[config.mk]
export PLATFORM = sky130hd
export DESIGN_NAME = rcg_top
export DESIGN_NICKNAME = d
export VERILOG_FILES = /design/src/rcg_pkg.sv /design/src/rcg_top.sv
export VERILOG_INCLUDE_DIRS = /design/src
export SDC_FILE = /design/constraint.sdc
export NUM_CORES = 1
export LEC_CHECK = 0
export BUFFER_PORTS_ARGS = -buffer_cell sky130_fd_sc_hd__buf_4
export CAP_MARGIN = 10
export CELL_PAD_IN_SITES_DETAIL_PLACEMENT = 0
export CELL_PAD_IN_SITES_GLOBAL_PLACEMENT = 1
export CORE_MARGIN = 3
export CORE_UTILIZATION = 45
export CTS_CLUSTER_DIAMETER = 40
export CTS_CLUSTER_SIZE = 24
export DETAILED_ROUTE_END_ITERATION = 8
export GPL_TIMING_DRIVEN = 1
export PLACE_DENSITY_LB_ADDON = 0.15
export SETUP_SLACK_MARGIN = 0.1
export SYNTH_ARGS = -nofsm -noshare
export SYNTH_HDL_FRONTEND = slang
export SYNTH_SLANG_ARGS = --single-unit
export TNS_END_PERCENT = 10
[constraint.sdc]
create_clock -name pclk -period 4.6 [get_ports pclk]
set_clock_uncertainty 0.2 [all_clocks]
set_input_delay 0.69 -clock pclk [delete_from_list [all_inputs] [get_ports pclk]]
set_output_delay 0.69 -clock pclk [all_outputs]
set_load 0.005 [all_outputs]
[src/rcg_consts.svh]
// Purpose: Named constants for the reference clock generator.
// Assumes: Included by the package and the top module.
// Notes: Offsets are byte addresses on the APB bus.
`ifndef RCG_CONSTS_SVH
`define RCG_CONSTS_SVH

// ----------------------------------------------------------------
// Register map
// ----------------------------------------------------------------
`define RCG_ADDR_W 12
`define RCG_OFS_TUNE 12'h000
`define RCG_OFS_CTRL 12'h004
`define RCG_OFS_TRIM 12'h008
`define RCG_OFS_UNLOCK 12'h00c
`define RCG_UNLOCK_KEY1 32'haa996655
`define RCG_UNLOCK_KEY2 32'h556699aa

// ----------------------------------------------------------------
// Field positions
// ----------------------------------------------------------------
`define RCG_TUNE_MSB 5
`define RCG_DIV_MSB 30
`define RCG_DIV_LSB 16
`define RCG_BIT_ON 15
`define RCG_BIT_IDLE_STOP 13
`define RCG_BIT_PIN_OE 12
`define RCG_BIT_RUN_SLEEP 11
`define RCG_BIT_DIV_SWITCH 9
`define RCG_BIT_ACTIVE 8
`define RCG_SEL_MSB 3
`define RCG_TRIM_MSB 31
`define RCG_TRIM_LSB 23

// ----------------------------------------------------------------
// Widths, reset values and codes
// ----------------------------------------------------------------
`define RCG_DIV_W 15
`define RCG_TRIM_W 9
`define RCG_TUNE_W 6
`define RCG_SEL_W 4
`define RCG_NSRC 9
`define RCG_TUNE_RST 6'h00
`define RCG_DIV_RST 15'h0000
`define RCG_TRIM_RST 9'h000
`define RCG_SEL_RST 4'h0
`define RCG_SEL_SYSTEM_CLOCK 4'h0
`define RCG_SEL_PERIPHERAL_BUS_CLOCK 4'h1
`define RCG_SEL_LAST 4'h8
`define RCG_FRC_NOMINAL_MHZ 8

`endif

[src/rcg_pkg.sv]
// Purpose: Types for the reference clock generator.
// Assumes: rcg_consts.svh is on the include path.
// Notes: Control fields travel as one packed struct.
`include "rcg_consts.svh"

package rcg_pkg;

  // ----------------------------------------------------------------
  // Control register fields
  // ----------------------------------------------------------------
  typedef struct packed {
    logic on;
    logic idle_stop;
    logic pin_oe;
    logic run_in_sleep;
    logic [`RCG_SEL_W-1:0] source_select;
  } rcg_ctl_t;

  // ----------------------------------------------------------------
  // Power modes and unlock states
  // ----------------------------------------------------------------
  typedef enum logic [2:0] {
    RCG_RUN = 3'b001,
    RCG_IDLE = 3'b010,
    RCG_SLEEP = 3'b100
  } rcg_pmode_t;

  typedef enum logic [2:0] {
    RCG_LOCKED = 3'b001,
    RCG_KEY1 = 3'b010,
    RCG_OPEN = 3'b100
  } rcg_lock_t;

endpackage

[src/rcg_top.sv]
// Purpose: Reference clock generator with RC oscillator tuning register.
// Assumes: All clock sources are asynchronous to pclk and slow enough to sample.
// Notes: Source edges are seen as one-cycle enables after a two-flop synchroniser.
//
// The APB interface to the registers and the placing of the registers were decided locally.
`timescale 1ns/1ps
`include "rcg_consts.svh"

// Notes on behaviour
// RULE1: Six-bit tuning field, upper bits read zero.
// RULE2: Tuning code is signed offset, +/-12.5 percent.
// RULE3: Tuning zero keeps fast RC at 8 MHz.
// RULE4: Tuning writes need prior unlock sequence.
// RULE5: Divider N divides by 2N, zero passes.
// RULE6: Module enable turns whole module on/off.
// RULE7: Idle-stop halts module during Idle.
// RULE8: Pin enable drives clock on output pin.
// RULE9: Run-in-sleep keeps output running in Sleep.
// RULE10: Run-in-sleep ignored for system/peripheral clock.
// RULE11: Divider switch set by software, hardware cleared.
// RULE12: Request status shows active request, read-only.
// RULE13: Running divider writes wait for divider switch.
// RULE14: Software avoids select/divider writes while active.
// RULE15: Select codes zero to four pick sources.
// RULE16: Codes five to eight more; rest reserved.
// RULE17: Unimplemented control bits read as zero.
// RULE18: Nine-bit trim adds N/512 to divider.
// RULE19: Trim low bits zero, resets zero.
// RULE20: Running trim writes wait for divider switch.
// RULE21: Wait enters Sleep or Idle per select.
// RULE22: Fractional accumulator averages 2(N+T/512) periods.
// RULE23: Changes applied at output boundary, no runts.
module rcg_top
  import rcg_pkg::*;
(
  // APB slave
  input wire logic pclk,
  input wire logic presetn,
  input wire logic psel,
  input wire logic penable,
  input wire logic pwrite,
  input wire logic [`RCG_ADDR_W-1:0] paddr,
  input wire logic [31:0] pwdata,
  output logic [31:0] prdata,
  output logic pready,
  output logic pslverr,
  // Clock sources, indexed by select code
  input wire logic [`RCG_NSRC-1:0] clk_src,
  // Power management
  input wire logic sleep_select,
  input wire logic wait_exec,
  input wire logic wake,
  // Oscillator tuning and output pin
  output logic [`RCG_TUNE_W-1:0] frc_tuning_code,
  output logic reference_clock_out_pin,
  output logic reference_clock_out_oe
);

  // ----------------------------------------------------------------
  // Declarations
  // ----------------------------------------------------------------
  rcg_ctl_t ctl;
  rcg_pmode_t pmode;
  rcg_lock_t lock;
  logic [`RCG_TUNE_W-1:0] tuning_code;
  logic [`RCG_DIV_W-1:0] integer_divider;
  logic [`RCG_TRIM_W-1:0] fractional_trim;
  logic [`RCG_DIV_W-1:0] act_div;
  logic [`RCG_TRIM_W-1:0] act_trim;
  logic [`RCG_SEL_W-1:0] act_sel;
  logic divider_switch;
  logic [`RCG_NSRC-1:0] src_meta;
  logic [`RCG_NSRC-1:0] src_sync;
  logic src_lvl;
  logic src_prev;
  logic src_rise;
  logic src_fall;
  logic [`RCG_DIV_W:0] cnt;
  logic [`RCG_DIV_W:0] limit;
  logic [`RCG_TRIM_W-1:0] acc;
  logic [`RCG_TRIM_W:0] next_acc;
  logic extra;
  logic gen_clk;
  logic running;
  logic toggle;
  logic boundary;
  logic wr;
  logic rd_ok;
  logic sleep_ok;

  function automatic logic hit(input logic [`RCG_ADDR_W-1:0] a,
                               input logic [`RCG_ADDR_W-1:0] ofs);
    hit = (a == ofs);
  endfunction

  // ----------------------------------------------------------------
  // APB decode
  // ----------------------------------------------------------------
  assign wr = psel && penable && pwrite;
  assign pready = 1'b1;
  assign rd_ok = hit(paddr, `RCG_OFS_TUNE) || hit(paddr, `RCG_OFS_CTRL) ||
                 hit(paddr, `RCG_OFS_TRIM) || hit(paddr, `RCG_OFS_UNLOCK);
  assign pslverr = psel && penable && !rd_ok;

  always_comb begin
    prdata = 32'h0000_0000;
    if (hit(paddr, `RCG_OFS_TUNE)) begin
      prdata[`RCG_TUNE_MSB:0] = tuning_code; // [RULE1]
    end else if (hit(paddr, `RCG_OFS_CTRL)) begin
      prdata[`RCG_DIV_MSB:`RCG_DIV_LSB] = integer_divider;
      prdata[`RCG_BIT_ON] = ctl.on;
      prdata[`RCG_BIT_IDLE_STOP] = ctl.idle_stop;
      prdata[`RCG_BIT_PIN_OE] = ctl.pin_oe;
      prdata[`RCG_BIT_RUN_SLEEP] = ctl.run_in_sleep;
      prdata[`RCG_BIT_DIV_SWITCH] = divider_switch; // [RULE11]
      prdata[`RCG_BIT_ACTIVE] = running; // [RULE12]
      prdata[`RCG_SEL_MSB:0] = ctl.source_select; // [RULE17]
    end else if (hit(paddr, `RCG_OFS_TRIM)) begin
      prdata[`RCG_TRIM_MSB:`RCG_TRIM_LSB] = fractional_trim; // [RULE19]
    end
  end

  // ----------------------------------------------------------------
  // Unlock sequence and tuning register
  // ----------------------------------------------------------------
  always_ff @(posedge pclk or negedge presetn) begin
    if (!presetn) begin
      lock <= RCG_LOCKED;
    end else if (wr && hit(paddr, `RCG_OFS_UNLOCK)) begin
      unique case (lock)
        RCG_LOCKED: lock <= (pwdata == `RCG_UNLOCK_KEY1) ? RCG_KEY1 : RCG_LOCKED;
        RCG_KEY1: lock <= (pwdata == `RCG_UNLOCK_KEY2) ? RCG_OPEN : RCG_LOCKED;
        RCG_OPEN: lock <= RCG_OPEN;
        default: lock <= RCG_LOCKED;
      endcase
    end else if (wr && hit(paddr, `RCG_OFS_TUNE)) begin
      lock <= RCG_LOCKED;
    end
  end

  always_ff @(posedge pclk or negedge presetn) begin
    if (!presetn) begin
      tuning_code <= `RCG_TUNE_RST; // [RULE1] [RULE3]
    end else if (wr && hit(paddr, `RCG_OFS_TUNE) && lock == RCG_OPEN) begin
      tuning_code <= pwdata[`RCG_TUNE_MSB:0]; // [RULE4]
    end
  end

  // Two's complement code goes straight to the oscillator trim.
  assign frc_tuning_code = tuning_code; // [RULE2]

  // ----------------------------------------------------------------
  // Control and trim registers
  // ----------------------------------------------------------------
  always_ff @(posedge pclk or negedge presetn) begin
    if (!presetn) begin
      ctl <= '0; // [RULE6]
      integer_divider <= `RCG_DIV_RST;
    end else if (wr && hit(paddr, `RCG_OFS_CTRL)) begin
      ctl.on <= pwdata[`RCG_BIT_ON];
      ctl.idle_stop <= pwdata[`RCG_BIT_IDLE_STOP];
      ctl.pin_oe <= pwdata[`RCG_BIT_PIN_OE];
      ctl.run_in_sleep <= pwdata[`RCG_BIT_RUN_SLEEP];
      ctl.source_select <= pwdata[`RCG_SEL_MSB:0];
      integer_divider <= pwdata[`RCG_DIV_MSB:`RCG_DIV_LSB];
    end
  end

  always_ff @(posedge pclk or negedge presetn) begin
    if (!presetn) begin
      fractional_trim <= `RCG_TRIM_RST; // [RULE19]
    end else if (wr && hit(paddr, `RCG_OFS_TRIM)) begin
      fractional_trim <= pwdata[`RCG_TRIM_MSB:`RCG_TRIM_LSB]; // [RULE18]
    end
  end

  // A write that sets the switch bit wins over the completion clear.
  always_ff @(posedge pclk or negedge presetn) begin
    if (!presetn) begin
      divider_switch <= 1'b0;
    end else if (wr && hit(paddr, `RCG_OFS_CTRL) && pwdata[`RCG_BIT_DIV_SWITCH] &&
                 ctl.on) begin
      divider_switch <= 1'b1; // [RULE11]
    end else if (boundary || !ctl.on) begin
      divider_switch <= 1'b0; // [RULE11] [RULE23]
    end
  end

  // Divisor in use: follows the written value at once when off.
  always_ff @(posedge pclk or negedge presetn) begin
    if (!presetn) begin
      act_div <= `RCG_DIV_RST;
      act_trim <= `RCG_TRIM_RST;
    end else if (!ctl.on || (divider_switch && boundary)) begin
      act_div <= integer_divider; // [RULE13]
      act_trim <= fractional_trim; // [RULE20]
    end
  end

  always_ff @(posedge pclk or negedge presetn) begin
    if (!presetn) begin
      act_sel <= `RCG_SEL_RST;
    end else if (!running || boundary) begin
      act_sel <= ctl.source_select; // [RULE23]
    end
  end

  // ----------------------------------------------------------------
  // Power mode
  // ----------------------------------------------------------------
  always_ff @(posedge pclk or negedge presetn) begin
    if (!presetn) begin
      pmode <= RCG_RUN;
    end else begin
      unique case (pmode)
        RCG_RUN: if (wait_exec) begin
          pmode <= sleep_select ? RCG_SLEEP : RCG_IDLE; // [RULE21]
        end
        RCG_IDLE: if (wake) begin
          pmode <= RCG_RUN;
        end
        RCG_SLEEP: if (wake) begin
          pmode <= RCG_RUN;
        end
        default: pmode <= RCG_RUN;
      endcase
    end
  end

  assign sleep_ok = ctl.run_in_sleep && act_sel != `RCG_SEL_SYSTEM_CLOCK &&
                    act_sel != `RCG_SEL_PERIPHERAL_BUS_CLOCK; // [RULE9] [RULE10]
  assign running = ctl.on && !(pmode == RCG_IDLE && ctl.idle_stop) &&
                   !(pmode == RCG_SLEEP && !sleep_ok); // [RULE6] [RULE7]

  // ----------------------------------------------------------------
  // Source synchronisers and selection
  // ----------------------------------------------------------------
  for (genvar i = 0; i < `RCG_NSRC; i++) begin : g_sync
    always_ff @(posedge pclk or negedge presetn) begin
      if (!presetn) begin
        src_meta[i] <= 1'b0;
        src_sync[i] <= 1'b0;
      end else begin
        src_meta[i] <= clk_src[i];
        src_sync[i] <= src_meta[i];
      end
    end
  end

  // Reserved codes select a source that never moves.
  always_comb begin
    src_lvl = 1'b0;
    if (act_sel <= `RCG_SEL_LAST) begin
      src_lvl = src_sync[act_sel]; // [RULE15] [RULE16]
    end
  end

  always_ff @(posedge pclk or negedge presetn) begin
    if (!presetn) begin
      src_prev <= 1'b0;
    end else begin
      src_prev <= src_lvl;
    end
  end

  assign src_rise = src_lvl && !src_prev;
  assign src_fall = !src_lvl && src_prev;

  // ----------------------------------------------------------------
  // Divider with fractional accumulator
  // ----------------------------------------------------------------
  assign limit = {1'b0, act_div} + {{`RCG_DIV_W{1'b0}}, extra};
  assign toggle = running && act_div != `RCG_DIV_RST && src_rise &&
                  (cnt + 16'h0001) >= limit; // [RULE5] [RULE22]
  assign next_acc = {1'b0, acc} + {1'b0, act_trim};
  assign boundary = !running || (toggle && gen_clk) ||
                    (act_div == `RCG_DIV_RST && src_fall); // [RULE23]

  always_ff @(posedge pclk or negedge presetn) begin
    if (!presetn) begin
      cnt <= 16'h0000;
      acc <= `RCG_TRIM_RST;
      extra <= 1'b0;
      gen_clk <= 1'b0;
    end else if (!running) begin
      cnt <= 16'h0000; // [RULE6]
      acc <= `RCG_TRIM_RST;
      extra <= 1'b0;
      gen_clk <= 1'b0;
    end else if (act_div == `RCG_DIV_RST) begin
      gen_clk <= src_lvl; // [RULE5]
    end else if (toggle) begin
      cnt <= 16'h0000;
      acc <= next_acc[`RCG_TRIM_W-1:0]; // [RULE22]
      extra <= next_acc[`RCG_TRIM_W];
      gen_clk <= !gen_clk;
    end else if (src_rise) begin
      cnt <= cnt + 16'h0001;
    end
  end

  // ----------------------------------------------------------------
  // Output pin
  // ----------------------------------------------------------------
  always_ff @(posedge pclk or negedge presetn) begin
    if (!presetn) begin
      reference_clock_out_pin <= 1'b0;
      reference_clock_out_oe <= 1'b0;
    end else begin
      reference_clock_out_pin <= gen_clk && ctl.pin_oe; // [RULE8]
      reference_clock_out_oe <= ctl.on && ctl.pin_oe; // [RULE8]
    end
  end

endmodule
# ---- Word-level counts from Yosys, hierarchy flattened
# Index checks and enable logic that the tools add are counted.
dict set report word_totals {
  ff_bits 121
  out_inout_bits 42
}
dict set report op_classes {
  addsub 3
  n_lt_le_gt_ge 3
  n_eq_ne 18
  n_mux 39
  n_reduce_logical 53
}
# op count
set op_table {}
lappend op_table {{$mux W16} 4}
lappend op_table {{$mux W9} 4}
lappend op_table {{$eq A32 B31 Y1 const B} 1}
lappend op_table {{$eq A32 B32 Y1 const B} 1}
lappend op_table {{$logic_and A1 B1 Y1} 26}
lappend op_table {{$eq A12 B4 Y1 const B} 2}
lappend op_table {{$mux W3} 8}
lappend op_table {{$mux W17} 1}
lappend op_table {{$add A15 B1 Y16} 1}
lappend op_table {{$add A16 B1 Y16 const B} 1}
lappend op_table {{$ge A16 B16 Y1} 1}
lappend op_table {{$mux W8} 2}
lappend op_table {{$logic_not A15 Y1} 1}
lappend op_table {{$reduce_bool A15 Y1} 1}
lappend op_table {{$eq A12 B3 Y1 const B} 1}
lappend op_table {{$logic_not A12 Y1} 1}
lappend op_table {{$mux W1} 11}
lappend op_table {{$add A9 B9 Y10} 1}
lappend op_table {{$logic_not A1 Y1} 9}
lappend op_table {{$pmux W3 S3} 1}
lappend op_table {{$logic_or A1 B1 Y1} 8}
lappend op_table {{$mux W2} 4}
lappend op_table {{$mux W4} 2}
lappend op_table {{$eq A3 B1 Y1 const B} 2}
lappend op_table {{15 further kinds} 22}

# ---- Longest topological paths before layout
# Gate-level depths: netlist (run 1).
dict set report depth {
  word_depth 16
  ltp_mapped 16
}

# ---- Worst setup path before layout (run 1)
# OpenSTA, ideal clock, no wires.
dict set report synth_path {
  path_type {flip-flop to flip-flop}
  from {register cnt[0]}
  to {register acc[5]}
  arrival_time_ps 3209
  path_slack_ps 1113
  path_stages_with_launch 13
  n_path_buf 2
  synth_period_minus_slack_ps 3487
  path_cell_list {dfrtp_1 > nand4_1 > nor4_1 > and3_1 > nor2b_1 > or2_2 > ha_1 > nand4_1 > o31ai_1 > clkbuf_1 > clkbuf_1 > nand3_1 > a21oi_1}
}
dict set report synth_between {
  elab_chain_cells 5
}
# element line
set synth_rtl {}
lappend synth_rtl {{start, declared} rcg_top.sv:78} ;# logic [`RCG_DIV_W:0] cnt;
lappend synth_rtl {{start signal, assigned} rcg_top.sv:298} ;# cnt <= cnt + 16'h0001;
lappend synth_rtl {{$add A16 B1 Y16} rcg_top.sv:274} ;# (cnt + 16'h0001) >= limit;
lappend synth_rtl {{$ge A16 B16 Y1} rcg_top.sv:274}
lappend synth_rtl {{$logic_and A1 B1 Y1} rcg_top.sv:273} ;# assign toggle = running && act_div != `RCG_DIV_RST && src_rise &&
lappend synth_rtl {{$ne A2 B1 Y1 (no line)} n/a}
lappend synth_rtl {{$reduce_and A2 Y1 (no line)} n/a}
lappend synth_rtl {{end signal, assigned} rcg_top.sv:282} ;# acc <= `RCG_TRIM_RST;
lappend synth_rtl {{end signal, assigned} rcg_top.sv:287} ;# acc <= `RCG_TRIM_RST;
lappend synth_rtl {{end signal, assigned} rcg_top.sv:294} ;# acc <= next_acc[`RCG_TRIM_W-1:0];
lappend synth_rtl {{end, declared} rcg_top.sv:80} ;# logic [`RCG_TRIM_W-1:0] acc;
# Every way passes these cells.
# A chain may end at the register's enable or synchronous reset.

# ---- Worst setup path in the final report (run 1)
dict set report layout_path {
  from {register cnt[0]}
  to {register act_div[11]}
}
dict set report layout_between {
  elab_chain_cells 8
}
# element line
set layout_rtl {}
lappend layout_rtl {{$add A16 B1 Y16} rcg_top.sv:274}
lappend layout_rtl {{$ge A16 B16 Y1} rcg_top.sv:274}
lappend layout_rtl {{$logic_and A1 B1 Y1} rcg_top.sv:273}
lappend layout_rtl {{$logic_and A1 B1 Y1} rcg_top.sv:276} ;# assign boundary = !running || (toggle && gen_clk) ||
lappend layout_rtl {{$logic_or A1 B1 Y1 (2 in series)} rcg_top.sv:276}
lappend layout_rtl {{$logic_and A1 B1 Y1} rcg_top.sv:194} ;# end else if (!ctl.on || (divider_switch && boundary)) begin
lappend layout_rtl {{$logic_or A1 B1 Y1} rcg_top.sv:194}
lappend layout_rtl {{end signal, assigned} rcg_top.sv:192} ;# act_div <= `RCG_DIV_RST;
lappend layout_rtl {{end signal, assigned} rcg_top.sv:195} ;# act_div <= integer_divider;
lappend layout_rtl {{end, declared} rcg_top.sv:68} ;# logic [`RCG_DIV_W-1:0] act_div;
# Every way passes these cells.

==> metrics, run 1 <==
nets=955; first-pass GRT wire length=35200 um; Crit path largest cell delay=0.68 ns; Place WS=0.450 ns; most instantiated cells after synthesis=dfrtp_1 (119), nand3_1 (75), nor2_1 (47); Startpoint Class=flip-flop; crit path max fanout=21; Async SR Flop Fraction=100%; starting density of the core=between 40% and 50%; initial antenna violation count=0; Setup WS post-layout=between 0.5 and 0.6 ns; critical path startpoint=cnt[0]; Resized cells post-CTS=0; relative slew slack=18.2%; Synth area leaders=dfrtp_1 (39%), mux2_2 (5.8%), nand3_1 (4.9%); Bufs on Longest Clock Path=2; Placed Area=8430 um2; antenna viol nets, final=0; Final Wtd Congestion=between 0.8 and 0.9; maxcap violations=0; width of the die=136 um; Die ar.=18500 um2; Total GRT Usage=about a quarter; number of synthesized register bits=121; WS Path Type=flip-flop to flip-flop; worst path required time=4.76 ns; met1 global-route usage=32.4%; status=finished clean; Remaining Overflow, GRT=0; DRT iter0 DRCs=399; num ports=103; area share of the largest cell type after synthesis=around two fifths; core area=16200 um2; Buf/Inv on CP=2; Post-DP HPWL=14700 um; H-tree Lvls=4; overall routed net length=21500 um; share of layout cells above drive strength 1=a little under a quarter; Root Buffer=clkbuf_16; Synth Area per Inst=approximately 9.6 um2; DR vias/cell=6.15; Critical R2R Launch=cnt[0]; Max Clock Freq=about 0.25 GHz; top-count cell post-synth=dfrtp_1; WP data arrival=4.19 ns; Worst Setup End Kind=flip-flop; Final Hold Vio Count=0; vias in the first global route=6797; setup bufs post-CTS=0; warnings from Yosys=0; Antenna diodes=0; Post-synth EDFFs=0; unrepaired setup endpoints after global routing=false; CTS tree=done; maximum vdd ir drop=0.236 mV; CP top delay family=simple AND/OR/NAND/NOR gates; Syn Inst Count=794; fin crit period=just over 4 ns; Synth cell types=63; setup tns final=0 ns; Hold-fix buffers, CTS=0; pwr dens=289 nW/um2; most common flop cell mapped by yosys=dfrtp_1; Synth Cell Area=approximately 7600 um2; GR met3 Demand/Resource=6.51%; site row count=46; CTS Sinks=121; Yosys top cell by area=dfrtp_1; global routing met2 resource utilization=between 30% and 40%; sequential-to-total area share from yosys stat=39.8%; DR WL/cell=19.7 um; Via Count=around 6700; final setup violation count=0; Final period util=slightly below 90%; crit-path cells=nand4_1, nor4_2, and3_1, nor2b_1, or2_2, ha_1, nand4_1, o31ai_4, buf_4, buf_4, nand3_1, nand3_1; Worst-Skew Late Latency=0.43 ns; CTS Buf Count=17; Slew Limit Fails=0; Detailed Routing Iterations Pass 1=5; fin area=9030 um2; Worst-Margin Slew=1.23 ns; slowest CP cell=o31ai_4; Leak Pwr=4.15 nW; DRC Markers=0; area delta synth->final=18.7%; Reg clk slew, reported paths=approximately 0.060 ns; pin count of the biggest net entering global routing=73; Min-Delay Path Class=input port to async pin; port buffer count=between 90 and 100; Die Y=about 140 um; Top Usage Layer GRT=met2
stage by stage:
step / power, mW / hold WS (ns) / util [%] / cells
finish: 2.61 / 0.0842 / 55.7 / 1094
global route: 2.70 / 0.129 / 55.7 / 1094
CTS: 2.63 / 0.0972 / 55.6 / 1094
detailed placement: 1.26 / 0.135 / 51.9 / 1062
global placement: 1.26 / 0.136 / 51.9 / 1062
floorplan: 1.17 / 0.131 / - / 797
layout make-up:
class                           instances  area (um2)
Fill cell                            1483        7200
Tap cell                              216         270
Inverter                               29         109
Sequential cell                       121        3030
Clock buffer                           17         425
Multi-Input combinational cell        586        4200
Clock inverter                         15         173
Timing Repair Buffer                  110         826
placed cells by master (no fill, tap or decap), drive strengths merged, types with 27 or more instances in the layout:
cell and instances:
nand3 75, nor2 47, ha 28, a21oi 29, inv 40, dfrtp 119, and3 32, o211ai 27
a2111oi 36, buf 110, nand2 34, mux2 42
registers in the layout, indices dropped and copies added (netlist names), 3 cells and up:
name and cells:
src_meta 9, ctl 8, fractional_trim 9, cnt 16
frc_tuning_code 6, acc 9, src_sync 9, integer_divider 15
lock 3, pmode 3, act_div 15, act_trim 9
act_sel 4
kinds of logic after synthesis:
group | count (synthesis) | synth area share [%]
AND/OR/NAND/NOR | 293 | 21.2
AO/OA/AOI/OAI | 187 | 18.7
flip-flops | 121 | 39.8
buffers and inverters | 90 | 5.53
multiplexers | 50 | 7.27
adder cells (fa/ha/maj) | 29 | 4.87
XOR/XNOR | 22 | 2.53
other | 2 | 0.0987
where the power goes:
part | switching [mW] | total, mW | internal (mW)
Combinational | 0.0785 | 0.141 | 0.0625
Clock | 0.589 | 1.37 | 0.777
Sequential | 0.0204 | 1.10 | 1.08
per-layer routing:
layer  wire, um  part of all wire [%]
met1       9870                    46
met2       9760                    45
met3       1440                   6.7
met4        458                   2.1
met5          0                     0
final timing paths:
kind | endpoint | depth (start not counted) | slack [ns]
worst min-delay path | cnt[6] | 1 | 0.08
max in group asynchronous | lock[0] | 2 | 3.14
worst max-delay path | act_div[11] | 12 | 0.56
worst min register to register | src_sync[6] | 0 | 0.15
min in group pclk | src_sync[6] | 0 | 0.15
worst max register to register | act_div[11] | 12 | 0.56
Note: power is estimated with default switching activity, not from simulation.
==> inputs of run 2 (changes only) <==
- RECOVER_POWER: default -> 50
==> run 2 against run 1 <==
- the flow now finishes with violations (max-capacitance violations, max-slew violations)
- sequential share of layout area about the same
- clock power about the same
- highest routed layer unchanged
- critical endpoint is now act_div[8]
- cell count unchanged
- critical path type unchanged
- cell area decreased by 0.14%
- via count about the same
==> metrics, run 2 (same netlist as run 1, synthesis figures left out) <==
DR WL/cell=between 15 and 20 um; setup tns final=0 ns; Reg clk slew, reported paths=about 0.060 ns; fillers=1488; starting density of the core=46.9%; CTS Sinks=121; maximum vdd ir drop=0.238 mV; Detailed Routing Iterations Pass 1=5; Clk network pwr share=52.4%; CP top delay family=simple AND/OR/NAND/NOR gates; Min-Delay Path Class=flip-flop to flip-flop; overall routed net length=roughly 22000 um; global routing met2 resource utilization=37.0%; share of layout cells above drive strength 1=22.8%; Remaining Overflow, GRT=0; width of the die=136 um; max reg flops=16; Worst-Skew Late Latency=0.43 ns; Final Hold Vio Count=0; fin crit period=4.03 ns; Antenna diodes=0; Top Usage Layer GRT=met2; first-pass GRT wire length=35200 um; unrepaired setup endpoints after global routing=false; failing checks=max-capacitance violations, max-slew violations; Crit path largest cell delay=0.68 ns; status=finished with violations; Place WS=0.450 ns; antenna viol nets, final=0; crit path max fanout=21; Die Y=136 um; core area=around 16000 um2; met1 global-route usage=32.4%; Flop pwr share=42.3%; H-tree Lvls=4; Switching Share=26.5%; Placed Area=8430 um2; pin count of the biggest net entering global routing=between 70 and 80; vias in the first global route=roughly 6800; Bufs on Longest Clock Path=2; Buf/Inv on CP=2; fin util=between 50 and 60%; worst path required time=4.76 ns; site row count=between 40 and 50; DR vias/cell=6.15; Worst Setup End Kind=flip-flop; GR met3 Demand/Resource=6.51%; Root Buffer=clkbuf_16; Worst-Margin Slew=roughly 2.7 ns; Startpoint Class=flip-flop; num ports=103; relative slew slack=-76.9%; largest register by flop count=cnt; most frequent cells in the layout=dfrtp_1 (119), buf_4 (97), nand3_1 (75); Via Count=around 6700; DRT iter0 DRCs=between 300 and 400; WP data arrival=between 4 and 5 ns; Final Wtd Congestion=0.862; WS Path Type=flip-flop to flip-flop; area delta synth->final=18.6%; commonest non-fill, non-tap cell in the layout=dfrtp_1; Largest regs=cnt (16), act_div (15), integer_divider (15); Sw Pwr=0.692 mW; hold slack=0.149 ns; Post-DP HPWL=14700 um; CTS tree=done; maxcap violations=2; port buffer count=97; DRC Markers=0; combinational fraction of design power=5.3%; Power Internal=1.92 mW; Slew Limit Fails=105; Die ar.=18500 um2; Max Clock Freq=0.248 GHz; Total GRT Usage=23.9%; nets=~960; pwr dens=290 nW/um2; crit-path cells=nand4_1, nor4_2, and3_1, nor2b_1, or2_2, ha_1, nand4_1, o31ai_4, buf_4, buf_4, nand3_1, nand3_1; CTS Buf Count=17; slowest CP cell=o31ai_4; fin area=9020 um2; final setup violation count=0; Final period util=87.5%; Leak Pwr=4.13 nW; initial antenna violation count=0; Setup WS post-layout=0.574 ns
run 2: metrics by stage:
stage / std cells / power, mW
after floorplan: 797 / 1.17
after global placement: 1062 / 1.26
after detailed placement: 1062 / 1.26
after CTS: 1094 / 2.63
after global routing: 1094 / 2.70
final: 1094 / 2.61
run 2: cell type report:
cell class	instances	area [um2]	share of cell area, %
clock buffers	17	425	4.72
clock inverters	15	173	1.91
inverters	29	109	1.21
multi-input cells	586	4200	46.6
flip-flops and latches	121	3030	33.6
well taps	216	270	3.00
repair buffers	110	813	9.02
run 2: path summary, 6_finish.rpt:
kind,startpoint,endpoint,slack (ns),cells after the start
setup / recovery,cnt[0],act_div[8],0.57,12
hold / removal,src_meta[6],src_sync[6],0.15,0
setup reg to reg,cnt[0],act_div[8],0.57,12
hold reg to reg,src_meta[6],src_sync[6],0.15,0
max in group asynchronous,presetn,fractional_trim[3],1.24,2
min in group asynchronous,presetn,cnt[6],0.89,1
run 2: per-layer routing:
metal | wire, um | part of all wire [%] | vias to the layer above
met2 | 9750 | 45 | 252
met4 | 490 | 2.3 | 0
met3 | 1410 | 6.5 | 45
li1 | - | - | 3150
met1 | 9870 | 46 | 3276
met5 | 0 | 0 | -
run 2: power by group through the flow:
stage	logic (mW)	clock network, mW	registers [mW]
after floorplan	0.0562	0	1.12
after global placement	0.138	0	1.12
after detailed placement	0.142	0	1.12
after CTS	0.142	1.39	1.10
after global routing	0.153	1.44	1.11
final	0.140	1.37	1.10
run 2: worst register-to-register path, cell delays in order (launching register included):
cell     delay [ns]
dfrtp_1        0.44
nand4_1        0.23
nor4_2         0.45
and3_1         0.24
nor2b_1        0.06
or2_2          0.29
ha_1           0.31
nand4_1        0.19
o31ai_4        0.68
buf_4          0.39
buf_4          0.29
nand3_1        0.10
nand3_1        0.10
run 2: timing repair:
| action | in CTS | in global routing |
|---|---|---|
| buffers inserted | 0 | 0 |
| hold buffers | 0 | 0 |
| endpoints found under the setup margin | 0 | 15 |
| resized for setup | 0 | 1 |
